==> config.mk <==
export PLATFORM = sky130hd
export DESIGN_NAME = dgp_top
export DESIGN_NICKNAME = d
export VERILOG_FILES = /design/src/verilog/dgp_top.v
export VERILOG_INCLUDE_DIRS = /design/src /design/src/verilog
export SDC_FILE = /design/constraint.sdc
export NUM_CORES = 2
export LEC_CHECK = 0
export BUFFER_PORTS_ARGS = -buffer_cell sky130_fd_sc_hd__buf_4
export CORE_MARGIN = 5
export CORE_UTILIZATION = 55
export CTS_CLUSTER_DIAMETER = 60
export DETAILED_ROUTE_END_ITERATION = 10
export GPL_TIMING_DRIVEN = 0
export HOLD_SLACK_MARGIN = 0.03
export PLACE_DENSITY_LB_ADDON = 0.1
export SLEW_MARGIN = 40
export SYNTH_ARGS = -nofsm -noshare
export SYNTH_HDL_FRONTEND = slang
export SYNTH_SLANG_ARGS = --single-unit
==> constraint.sdc <==
create_clock -name sys_clk_in -period 10.34 [get_ports sys_clk_in]
set_input_delay 0 -clock sys_clk_in [delete_from_list [all_inputs] [get_ports sys_clk_in]]
set_output_delay 0 -clock sys_clk_in [all_outputs]
set_load 0.005 [all_outputs]
==> src/verilog/dgp_defs.vh <==
// Offsets, fields, reset values and counts of the gain, pilot and meter block.
`ifndef DGP_DEFS_VH
`define DGP_DEFS_VH
`define DGP_OFS_CTRL        12'h000
`define DGP_OFS_GAIN_A      12'h004
`define DGP_OFS_GAIN_B      12'h008
`define DGP_OFS_SEED_LO     12'h00C
`define DGP_OFS_SEED_HI     12'h010
`define DGP_OFS_PIL_DELAY   12'h014
`define DGP_OFS_PIL_GAIN0   12'h018
`define DGP_OFS_PIL_GAIN1   12'h01C
`define DGP_OFS_PM_INTEG    12'h020
`define DGP_OFS_PM_SDELAY   12'h024
`define DGP_OFS_PM_INTVL    12'h028
`define DGP_OFS_PM_RES_A    12'h02C
`define DGP_OFS_PM_RES_B    12'h030
`define DGP_OFS_GAIN_ACT    12'h034
`define DGP_CTRL_CDMA       0
`define DGP_CTRL_DIVERSITY  1
`define DGP_CTRL_PM_SYNC_DIS 2
`define DGP_CTRL_SSEL_GAIN  6:4
`define DGP_CTRL_SSEL_PIL   10:8
`define DGP_CTRL_SSEL_PM    14:12
`define DGP_CTRL_MASK       32'h0000_7777
`define DGP_GAIN_RST        16'h2000
`define DGP_GAIN_FRAC_BITS  13
`define DGP_ROUND_HALF      36'h0_0000_1000
`define DGP_LFSR_ONES       18'h3FFFF
`define DGP_FRAME_CHIPS     17'd38400
`define DGP_DIV_HALF        17'd256
`define DGP_PM_START_EXTRA  8'd3
`define DGP_PM_IVL_SHIFT    6
`define DGP_PM_RES_MSB      49
`define DGP_PM_RES_LSB      18
`endif

==> src/verilog/dgp_top.v <==
// Channel front end: gain, pilot insertion and power meter.
//
// Functional notes
// - Each sample is multiplied by an unsigned 16-bit gain, scaled by 1/8192.
// - CDMA mode keeps separate gains for signal A and signal B.
// - Written gains are staged and become active on the selected sync event.
// - The pilot sequence is added to UMTS samples before pulse shaping.
// - Two 18-bit LFSRs with distinct taps, XOR-combined, give I and Q pilot bits.
// - Each pilot bit selects plus or minus the signed pilot gain; zero disables.
// - Upper LFSR starts from the programmed 18-bit seed; lower from all ones.
// - Diversity sign: plus first 256 chips, toggle every 512, last 256 minus.
// - One bit selects main pilot (0) or diversity pilot (1).
// - Pilot starts after a programmed chip delay from its sync event, up to 65535.
// - Power meter squares I and Q before pulse shaping, sums and accumulates.
// - Integration window lasts four times the 13-bit count plus one samples.
// - Measurements repeat every 64 times (interval value plus one) samples.
// - Integration starts three plus the 7-bit delay samples after meter sync.
// - At window end the top 32 of 50 accumulator bits are latched, with ready pulse.
// - At interval end both integration and interval counters restart.
// - A meter sync resets all meter counters to zero at once.
// - CDMA mode yields separate A and B results; UMTS mode yields one.
// - In CDMA the A sum holds one Q sample fewer than I; B holds equal counts.
// - A disable bit keeps sync events away from the power meter.
// - The mode bit selects CDMA with signals A and B, or one UMTS signal.
//
// Register access over APB and the placing of the registers are this design's own decisions.
`timescale 1ns/1ps
`include "dgp_defs.vh"
module dgp_top #(
   parameter SYNC_W = 8
) (
   input  wire                sys_clk_in,
   input  wire                rst_in,
   input  wire                psel_in,
   input  wire                penable_in,
   input  wire                pwrite_in,
   input  wire [11:0]         paddr_in,
   input  wire [31:0]         pwdata_in,
   output reg  [31:0]         prdata_out,
   output reg                 pready_out,
   output reg                 pslverr_out,
   input  wire [SYNC_W-1:0]   sync_in,
   input  wire                smp_valid_in,
   input  wire                smp_sel_b_in,
   input  wire [17:0]         smp_i_in,
   input  wire [17:0]         smp_q_in,
   output reg                 smp_valid_out,
   output reg                 smp_sel_b_out,
   output reg  [17:0]         smp_i_out,
   output reg  [17:0]         smp_q_out,
   output reg                 pm_ready_out
);

   function [17:0] sat18;
      input signed [35:0] v;
      begin
         if (v > 36'sd131071)
            sat18 = 18'h1FFFF;
         else if (v < -36'sd131072)
            sat18 = 18'h20000;
         else
            sat18 = v[17:0];
      end
   endfunction

   function sel_sync;
      input [SYNC_W-1:0] s;
      input [2:0]        idx;
      begin
         sel_sync = s[idx];
      end
   endfunction

   // Register file.
   reg  [31:0] ctrl_ff;
   reg  [15:0] gain_a_stage_ff;
   reg  [15:0] gain_b_stage_ff;
   reg  [15:0] gain_a_act_ff;
   reg  [15:0] gain_b_act_ff;
   reg  [15:0] seed_lo_ff;
   reg  [1:0]  seed_hi_ff;
   reg  [15:0] pil_delay_ff;
   reg  [15:0] pil_gain0_ff;
   reg  [15:0] pil_gain1_ff;
   reg  [12:0] pm_integ_ff;
   reg  [6:0]  pm_sdelay_ff;
   reg  [9:0]  pm_intvl_ff;
   reg  [31:0] pm_res_a_ff;
   reg  [31:0] pm_res_b_ff;

   wire cdma      = ctrl_ff[`DGP_CTRL_CDMA];
   wire diversity = ctrl_ff[`DGP_CTRL_DIVERSITY];
   wire sync_gain = sel_sync(sync_in, ctrl_ff[`DGP_CTRL_SSEL_GAIN]);
   wire sync_pil  = sel_sync(sync_in, ctrl_ff[`DGP_CTRL_SSEL_PIL]);
   wire sync_pm   = sel_sync(sync_in, ctrl_ff[`DGP_CTRL_SSEL_PM])
                    & ~ctrl_ff[`DGP_CTRL_PM_SYNC_DIS];

   // APB: one wait state, the transfer completes on the edge that sees pready high.
   wire        apb_acc  = psel_in & penable_in;
   wire        apb_wr   = apb_acc & pready_out & pwrite_in;
   reg  [31:0] rd_mux;
   reg         addr_ok;

   always @* begin
      rd_mux  = 32'h0000_0000;
      addr_ok = 1'b1;
      case (paddr_in)
         `DGP_OFS_CTRL:      rd_mux = ctrl_ff;
         `DGP_OFS_GAIN_A:    rd_mux = {16'h0000, gain_a_stage_ff};
         `DGP_OFS_GAIN_B:    rd_mux = {16'h0000, gain_b_stage_ff};
         `DGP_OFS_SEED_LO:   rd_mux = {16'h0000, seed_lo_ff};
         `DGP_OFS_SEED_HI:   rd_mux = {30'h0, seed_hi_ff};
         `DGP_OFS_PIL_DELAY: rd_mux = {16'h0000, pil_delay_ff};
         `DGP_OFS_PIL_GAIN0: rd_mux = {16'h0000, pil_gain0_ff};
         `DGP_OFS_PIL_GAIN1: rd_mux = {16'h0000, pil_gain1_ff};
         `DGP_OFS_PM_INTEG:  rd_mux = {19'h0, pm_integ_ff};
         `DGP_OFS_PM_SDELAY: rd_mux = {25'h0, pm_sdelay_ff};
         `DGP_OFS_PM_INTVL:  rd_mux = {22'h0, pm_intvl_ff};
         `DGP_OFS_PM_RES_A:  rd_mux = pm_res_a_ff;
         `DGP_OFS_PM_RES_B:  rd_mux = pm_res_b_ff;
         `DGP_OFS_GAIN_ACT:  rd_mux = {gain_b_act_ff, gain_a_act_ff};
         default:            addr_ok = 1'b0;
      endcase
   end

   always @(posedge sys_clk_in) begin
      if (rst_in) begin
         pready_out  <= 1'b0;
         prdata_out  <= 32'h0000_0000;
         pslverr_out <= 1'b0;
      end else if (apb_acc & ~pready_out) begin
         pready_out  <= 1'b1;
         prdata_out  <= pwrite_in ? 32'h0000_0000 : rd_mux;
         pslverr_out <= ~addr_ok;
      end else begin
         pready_out  <= 1'b0;
         prdata_out  <= 32'h0000_0000;
         pslverr_out <= 1'b0;
      end
   end

   always @(posedge sys_clk_in) begin
      if (rst_in) begin
         ctrl_ff         <= 32'h0000_0000;
         gain_a_stage_ff <= `DGP_GAIN_RST;
         gain_b_stage_ff <= `DGP_GAIN_RST;
         gain_a_act_ff   <= `DGP_GAIN_RST;
         gain_b_act_ff   <= `DGP_GAIN_RST;
         seed_lo_ff      <= 16'h0000;
         seed_hi_ff      <= 2'h0;
         pil_delay_ff    <= 16'h0000;
         pil_gain0_ff    <= 16'h0000;
         pil_gain1_ff    <= 16'h0000;
         pm_integ_ff     <= 13'h0000;
         pm_sdelay_ff    <= 7'h00;
         pm_intvl_ff     <= 10'h000;
      end else begin
         if (apb_wr) begin
            case (paddr_in)
               `DGP_OFS_CTRL:      ctrl_ff         <= pwdata_in & `DGP_CTRL_MASK;
               `DGP_OFS_GAIN_A:    gain_a_stage_ff <= pwdata_in[15:0];
               `DGP_OFS_GAIN_B:    gain_b_stage_ff <= pwdata_in[15:0];
               `DGP_OFS_SEED_LO:   seed_lo_ff      <= pwdata_in[15:0];
               `DGP_OFS_SEED_HI:   seed_hi_ff      <= pwdata_in[1:0];
               `DGP_OFS_PIL_DELAY: pil_delay_ff    <= pwdata_in[15:0];
               `DGP_OFS_PIL_GAIN0: pil_gain0_ff    <= pwdata_in[15:0];
               `DGP_OFS_PIL_GAIN1: pil_gain1_ff    <= pwdata_in[15:0];
               `DGP_OFS_PM_INTEG:  pm_integ_ff     <= pwdata_in[12:0];
               `DGP_OFS_PM_SDELAY: pm_sdelay_ff    <= pwdata_in[6:0];
               `DGP_OFS_PM_INTVL:  pm_intvl_ff     <= pwdata_in[9:0];
               default:            ctrl_ff         <= ctrl_ff;
            endcase
         end
         if (sync_gain) begin
            gain_a_act_ff <= gain_a_stage_ff;
            gain_b_act_ff <= gain_b_stage_ff;
         end
      end
   end

   // Gain stage.
   wire        is_b      = cdma & smp_sel_b_in;
   wire [15:0] gain_sel  = is_b ? gain_b_act_ff : gain_a_act_ff;
   wire signed [34:0] prod_i = $signed(smp_i_in) * $signed({1'b0, gain_sel});
   wire signed [34:0] prod_q = $signed(smp_q_in) * $signed({1'b0, gain_sel});
   wire signed [35:0] rnd_i  = ($signed({prod_i[34], prod_i}) + $signed(`DGP_ROUND_HALF))
                               >>> `DGP_GAIN_FRAC_BITS;
   wire signed [35:0] rnd_q  = ($signed({prod_q[34], prod_q}) + $signed(`DGP_ROUND_HALF))
                               >>> `DGP_GAIN_FRAC_BITS;
   reg         g_valid_ff;
   reg         g_b_ff;
   reg  [17:0] g_i_ff;
   reg  [17:0] g_q_ff;

   always @(posedge sys_clk_in) begin
      if (rst_in) begin
         g_valid_ff <= 1'b0;
         g_b_ff     <= 1'b0;
         g_i_ff     <= 18'h00000;
         g_q_ff     <= 18'h00000;
      end else begin
         g_valid_ff <= smp_valid_in;
         if (smp_valid_in) begin
            g_b_ff <= is_b;
            g_i_ff <= sat18(rnd_i);
            g_q_ff <= sat18(rnd_q);
         end
      end
   end

   // Pilot generator: one chip per UMTS sample.
   wire        chip     = smp_valid_in & ~cdma;
   reg  [17:0] lfsr_x_ff;
   reg  [17:0] lfsr_y_ff;
   reg  [16:0] pil_dly_ff;
   reg  [16:0] frame_cnt_ff;
   reg         pil_wait_ff;
   reg         pil_run_ff;
   wire [17:0] seed     = {seed_hi_ff, seed_lo_ff};
   wire        x_fb     = lfsr_x_ff[0] ^ lfsr_x_ff[7];
   wire        y_fb     = lfsr_y_ff[0] ^ lfsr_y_ff[5] ^ lfsr_y_ff[7] ^ lfsr_y_ff[10];
   wire        pil_bit_i = lfsr_x_ff[0] ^ lfsr_y_ff[0];
   wire        pil_bit_q = (lfsr_x_ff[4] ^ lfsr_x_ff[6] ^ lfsr_x_ff[15])
                          ^ (lfsr_y_ff[5] ^ lfsr_y_ff[6] ^ (^lfsr_y_ff[15:8]));
   wire [16:0] frame_ofs = frame_cnt_ff + `DGP_DIV_HALF;
   wire        div_neg   = diversity & frame_ofs[9];
   wire        frame_end = (frame_cnt_ff == `DGP_FRAME_CHIPS - 17'd1);

   always @(posedge sys_clk_in) begin
      if (rst_in) begin
         lfsr_x_ff    <= `DGP_LFSR_ONES;
         lfsr_y_ff    <= `DGP_LFSR_ONES;
         pil_dly_ff   <= 17'h00000;
         frame_cnt_ff <= 17'h00000;
         pil_wait_ff  <= 1'b0;
         pil_run_ff   <= 1'b0;
      end else if (sync_pil) begin
         pil_dly_ff  <= {1'b0, pil_delay_ff};
         pil_wait_ff <= 1'b1;
         pil_run_ff  <= 1'b0;
      end else if (chip) begin
         if (pil_wait_ff) begin
            if (pil_dly_ff == 17'h00000) begin
               pil_wait_ff  <= 1'b0;
               pil_run_ff   <= 1'b1;
               frame_cnt_ff <= 17'h00000;
               lfsr_x_ff    <= seed;
               lfsr_y_ff    <= `DGP_LFSR_ONES;
            end else begin
               pil_dly_ff <= pil_dly_ff - 17'h00001;
            end
         end else if (pil_run_ff) begin
            if (frame_end) begin
               frame_cnt_ff <= 17'h00000;
               lfsr_x_ff    <= seed;
               lfsr_y_ff    <= `DGP_LFSR_ONES;
            end else begin
               frame_cnt_ff <= frame_cnt_ff + 17'h00001;
               lfsr_x_ff    <= {x_fb, lfsr_x_ff[17:1]};
               lfsr_y_ff    <= {y_fb, lfsr_y_ff[17:1]};
            end
         end
      end
   end

   // Pilot term: a zero gain inserts nothing.
   wire signed [17:0] pg_i = {{2{pil_gain0_ff[15]}}, pil_gain0_ff};
   wire signed [17:0] pg_q = {{2{pil_gain1_ff[15]}}, pil_gain1_ff};
   reg  signed [17:0] pil_i_ff;
   reg  signed [17:0] pil_q_ff;

   always @(posedge sys_clk_in) begin
      if (rst_in) begin
         pil_i_ff <= 18'h00000;
         pil_q_ff <= 18'h00000;
      end else if (smp_valid_in) begin
         if (pil_run_ff & ~cdma) begin
            pil_i_ff <= (pil_bit_i ^ div_neg) ? -pg_i : pg_i;
            pil_q_ff <= (pil_bit_q ^ div_neg) ? -pg_q : pg_q;
         end else begin
            pil_i_ff <= 18'h00000;
            pil_q_ff <= 18'h00000;
         end
      end
   end

   wire signed [35:0] sum_i = $signed(g_i_ff) + pil_i_ff;
   wire signed [35:0] sum_q = $signed(g_q_ff) + pil_q_ff;

   always @(posedge sys_clk_in) begin
      if (rst_in) begin
         smp_valid_out <= 1'b0;
         smp_sel_b_out <= 1'b0;
         smp_i_out     <= 18'h00000;
         smp_q_out     <= 18'h00000;
      end else begin
         smp_valid_out <= g_valid_ff;
         if (g_valid_ff) begin
            smp_sel_b_out <= g_b_ff;
            smp_i_out     <= sat18(sum_i);
            smp_q_out     <= sat18(sum_q);
         end
      end
   end

   // Power meter on the pilot-summed samples ahead of the filters.
   localparam PM_IDLE  = 2'd0;
   localparam PM_DELAY = 2'd1;
   localparam PM_INTEG = 2'd2;
   localparam PM_WAIT  = 2'd3;
   reg  [1:0]  pm_state_ff;
   reg  [7:0]  pm_dly_ff;
   reg  [15:0] pm_icnt_ff;
   reg  [16:0] pm_ivl_ff;
   reg  [49:0] acc_a_ff;
   reg  [49:0] acc_b_ff;
   wire        pm_tick   = smp_valid_out & ~(cdma & smp_sel_b_out);
   wire        pm_b_smp  = smp_valid_out & cdma & smp_sel_b_out;
   wire [35:0] sq_i      = $signed(smp_i_out) * $signed(smp_i_out);
   wire [35:0] sq_q      = $signed(smp_q_out) * $signed(smp_q_out);
   wire        skip_q    = cdma & (pm_icnt_ff == 16'h0000);
   wire [49:0] pwr       = {14'h0000, sq_i} + {14'h0000, (skip_q ? 36'h0_0000_0000 : sq_q)};
   wire [49:0] pwr_b     = {14'h0000, sq_i} + {14'h0000, sq_q};
   wire [15:0] win_len   = {1'b0, pm_integ_ff, 2'b00} + 16'h0001;
   wire [16:0] ivl_len   = {pm_intvl_ff, 6'h00} + 17'h00040;
   wire        win_done  = (pm_icnt_ff == win_len);
   wire        ivl_done  = (pm_ivl_ff == ivl_len - 17'h00001);

   always @(posedge sys_clk_in) begin
      if (rst_in) begin
         pm_state_ff  <= PM_IDLE;
         pm_dly_ff    <= 8'h00;
         pm_icnt_ff   <= 16'h0000;
         pm_ivl_ff    <= 17'h00000;
         acc_a_ff     <= 50'h0;
         acc_b_ff     <= 50'h0;
         pm_res_a_ff  <= 32'h0000_0000;
         pm_res_b_ff  <= 32'h0000_0000;
         pm_ready_out <= 1'b0;
      end else if (sync_pm) begin
         pm_state_ff  <= PM_DELAY;
         pm_dly_ff    <= 8'h00;
         pm_icnt_ff   <= 16'h0000;
         pm_ivl_ff    <= 17'h00000;
         pm_ready_out <= 1'b0;
      end else begin
         pm_ready_out <= 1'b0;
         case (pm_state_ff)
            PM_IDLE: begin
               pm_state_ff <= PM_IDLE;
            end
            PM_DELAY: begin
               if (pm_tick) begin
                  if (pm_dly_ff == {1'b0, pm_sdelay_ff} + `DGP_PM_START_EXTRA - 8'd1) begin
                     pm_state_ff <= PM_INTEG;
                     acc_a_ff    <= 50'h0;
                     acc_b_ff    <= 50'h0;
                  end
                  pm_dly_ff <= pm_dly_ff + 8'd1;
               end
            end
            PM_INTEG: begin
               if (pm_tick) begin
                  pm_ivl_ff <= pm_ivl_ff + 17'h00001;
                  if (win_done) begin
                     pm_res_a_ff  <= acc_a_ff[`DGP_PM_RES_MSB:`DGP_PM_RES_LSB];
                     pm_res_b_ff  <= cdma ? acc_b_ff[`DGP_PM_RES_MSB:`DGP_PM_RES_LSB]
                                          : 32'h0000_0000;
                     pm_ready_out <= 1'b1;
                     pm_state_ff  <= PM_WAIT;
                  end else begin
                     acc_a_ff   <= acc_a_ff + pwr;
                     pm_icnt_ff <= pm_icnt_ff + 16'h0001;
                  end
               end else if (pm_b_smp && pm_icnt_ff != 16'h0000) begin
                  acc_b_ff <= acc_b_ff + pwr_b;
               end
            end
            PM_WAIT: begin
               if (pm_tick) begin
                  if (ivl_done) begin
                     pm_ivl_ff   <= 17'h00000;
                     pm_icnt_ff  <= 16'h0000;
                     acc_a_ff    <= 50'h0;
                     acc_b_ff    <= 50'h0;
                     pm_state_ff <= PM_INTEG;
                  end else begin
                     pm_ivl_ff <= pm_ivl_ff + 17'h00001;
                  end
               end
            end
            default: pm_state_ff <= PM_IDLE;
         endcase
      end
   end

endmodule

==> metrics.csv <==
metric,value,unit
"Arr. time, crit path",10420,ps
largest net degree at the start of global routing,20,
Crit path largest cell delay,530,ps
synthesized-area fraction occupied by adder cells,0.426,
Least-Margin Pin Slew,940,ps
internal power,0.00529,W
pwr dens,104,nW/um^2
post-route minimum period,9920,ps
mux share of post-synthesis cell area,0.0174,
Syn Inst Count,8520,
max-cap viol count,0,
sequential share of power,0.278,
drt drc,0,
area of the multi-input gates,56300,um^2
vias in the first global route,61500,
Most Frequent Cell on Critical Path,fa_1,
post-synthesis cell type count,102,
Die ar.,145000,um^2
most frequent cells in the layout,"inv_1 (1682), fa_1 (1257), nand2_1 (1017)",
CP max stage cell,fa_1,
Final Skew,33.8,ps
cell taking the most area after synthesis,fa_1,
Tot Pwr,0.00858,W
Die Wd,381,um
Tot GR Track Use,0.321,
xor/xnor share of the synthesized area,0.0448,
CTS max path bufs,3,
"commonest non-fill, non-tap cell in the layout",inv_1,
Async SR Flop Fraction,0,
crit-path max FO,10,
drt wl/cell,21.8,um
clk_lat worst skew,650,ps
simple-gate share of the synthesized area,0.146,
sequential share of the synthesized area,0.158,
initial antenna violation count,9,
Final Worst Setup Slack,421,ps
first-pass GRT wire length,360000,um
main combinational cell family by area after synthesis,adder cells,
fin nets,10700,
Area Overhead vs Synth,8.94,%
startpoint types,flip-flop,
dominant register cell in the synthesized netlist,dfxtp_1,
Hold Crit Class,input pin to flip-flop,
fill count,12200,
post-synthesis compound-gate area fraction,0.105,
Mapped Area,75600,um^2
CTS tree,yes,
clk sinks,598,
final instance area,82300,um^2
sw frac,0.384,
antenna-violating nets left,0,
Area contributors post-synth,"fa_1 (33%), dfxtp_1 (16%), ha_1 (8.8%), inv_1 (8.4%), nand2_1 (5.1%)",
leakage,38.3,nW
DRT Pass-1 Iters,8,
Synth top area share,0.333,
final critical-path share of the clock period,0.959,
overall routed net length,231000,um
worst vdd ir,111,uV
Synth Area per Inst,8.87,um^2
RSZ-0062 raised after global routing,true,
post-placement worst setup slack,-1010,ps
routed vias/inst,5.63,
Fin. Hold Viols,0,
sequential cell area,12000,um^2
CTS buffer count,73,
# rows,136,
Worst Path Required,10840,ps
IO Port Bufs,141,
Clock power frac,0.323,
Post-Syn Nets,10400,
GP Congestion,1.01,
Final Setup Violations,0,
Top delay family on crit path,adder cells,
relative slew slack,0.371,
Core Region,137000,um^2
IO Pins,168,
htree depth,3,
Pins Over Slew Limit,0,
combinational share of power,0.399,
total net switching power,0.00329,W
root buffer cell,clkbuf_16,
drt initial violations,4846,
crit end category,flip-flop,
Post-synth EDFFs,0,
placed inst area,79200,um^2
ratio of cells with drive above 1 in the final layout,0.0584,
Starting Density,0.552,
f_max,101,MHz
CP bufs+invs,7,
Vias,59800,
Clock transition at path regs,60,ps
WS Path Type,flip-flop to flip-flop,
Synth Warn #,0,
Synth Register Bits,598,
die height,381,um
Post-DP HPWL,192000,um
status,finished clean,
global route overflow,0,
-- synthesized netlist by cell type, types with 9 or more instances --
library cell,n
nor4_1,16
nand4_1,39
and2_1,235
a22o_1,82
a21o_1,95
a222oi_1,24
a21oi_1,360
mux2_2,15
buf_1,9
xor2_1,135
o21a_1,31
dfxtp_1,598
o21bai_1,37
o32ai_1,17
a221oi_1,40
nand2_1,1017
o211ai_1,15
mux2i_1,101
fa_1,1259
o21ai_0,123
nor2_1,537
nor3_1,87
o31ai_1,20
nor2b_1,162
nor3_2,12
a21oi_2,14
nand3b_1,9
nand3_1,97
or3_1,54
xnor2_1,246
nand2b_1,43
a211oi_1,66
a31o_2,9
a31oi_1,37
ha_1,532
maj3_1,34
or2_2,14
and3_1,37
clkbuf_1,334
a211o_1,28
inv_1,1682
a22oi_1,82
-- layer usage --
metal / vias up / GRT usage / share of wire
met5: - / 0 / 0
met4: 0 / 0.120 / 0.046
met3: 432 / 0.0502 / 0.079
met2: 2234 / 0.517 / 0.46
met1: 29900 / 0.440 / 0.42
li1: 27300 / - / -
-- worst paths after layout --
| kind | endpoint | startpoint | slack [ps] | cells past startpoint |
|---|---|---|---|---|
| max | acc_b_ff[42] | smp_i_out[12] | 420 | 35 |
| min | g_i_ff[11] | smp_valid_in | 80 | 4 |
| max reg2reg | acc_b_ff[42] | smp_i_out[12] | 420 | 35 |
| min reg2reg | lfsr_x_ff[13] | lfsr_x_ff[13] | 460 | 1 |
-- kinds of logic (layout without fill, tap and decap cells) --
family	after synthesis	count (layout)
AO/OA/AOI/OAI	1154	1154
XOR/XNOR	384	384
adder cells (fa/ha/maj)	1825	1825
buffers and inverters	2039	2343
flip-flops	598	598
multiplexers	122	122
other	0	5
AND/OR/NAND/NOR	2398	2398
-- timing repair --
item                       CTS  global route
pin swaps                    2             2
gates resized for setup     42            81
buffers inserted             3             1
hold buffers                25             0
cloned                       0             0
setup endpoints to repair   43            42
hold endpoints to repair   131             0
-- final cells by class --
| type | count | area share |
|---|---|---|
| multi-input combinational | 5883 | 0.684 |
| inverter | 1684 | 0.0768 |
| timing repair buffer | 174 | 0.0170 |
| clock buffer | 96 | 0.0256 |
| tap | 1794 | 0.0273 |
| antenna | 5 | 0.000152 |
| clock inverter | 37 | 0.00603 |
| sequential | 598 | 0.145 |
| buffer | 352 | 0.0177 |
-- stage by stage --
stage | cells | util | hold slack [ps] | TNS (ps)
global route | 10600 | 0.601 | 86.9 | -54.1
finish | 10600 | 0.601 | 81.8 | 0
detailed placement | 10500 | 0.578 | 313 | -20960
global placement | 10500 | 0.576 | 305 | -25200
CTS | 10600 | 0.600 | 39.3 | 0
floorplan | 8520 | - | 125 | 0
-- worst min-delay path, cell delays in order --
cell and delay (ps):
buf_4 120, clkbuf_1 260, nor2_1 200, o32ai_1 80
-- sequential cells by signal, summed over array words and instances (netlist names), 17 cells and up --
name          flops
acc_a_ff         50
acc_b_ff         50
pm_res_a_ff      32
pm_res_b_ff      32
prdata_out       32
g_i_ff           18
g_q_ff           18
lfsr_x_ff        18
lfsr_y_ff        18
pil_i_ff         18
pil_q_ff         18
smp_i_out        18
smp_q_out        18
frame_cnt_ff     17
pil_dly_ff       17
pm_ivl_ff        17
-- power by group through the flow --
stage / sequential (W) / combinational [W] / clock (W)
6_report: 0.00238 / 0.00342 / 0.00277
5_1_grt: 0.00238 / 0.00379 / 0.00289
4_1_cts: 0.00238 / 0.00335 / 0.00279
3_5_place_dp: 0.00243 / 0.00327 / 0
3_3_place_gp: 0.00243 / 0.00325 / 0
2_1_floorplan: 0.00241 / 0.00235 / 0
Note: power is estimated with default switching activity, not from simulation.
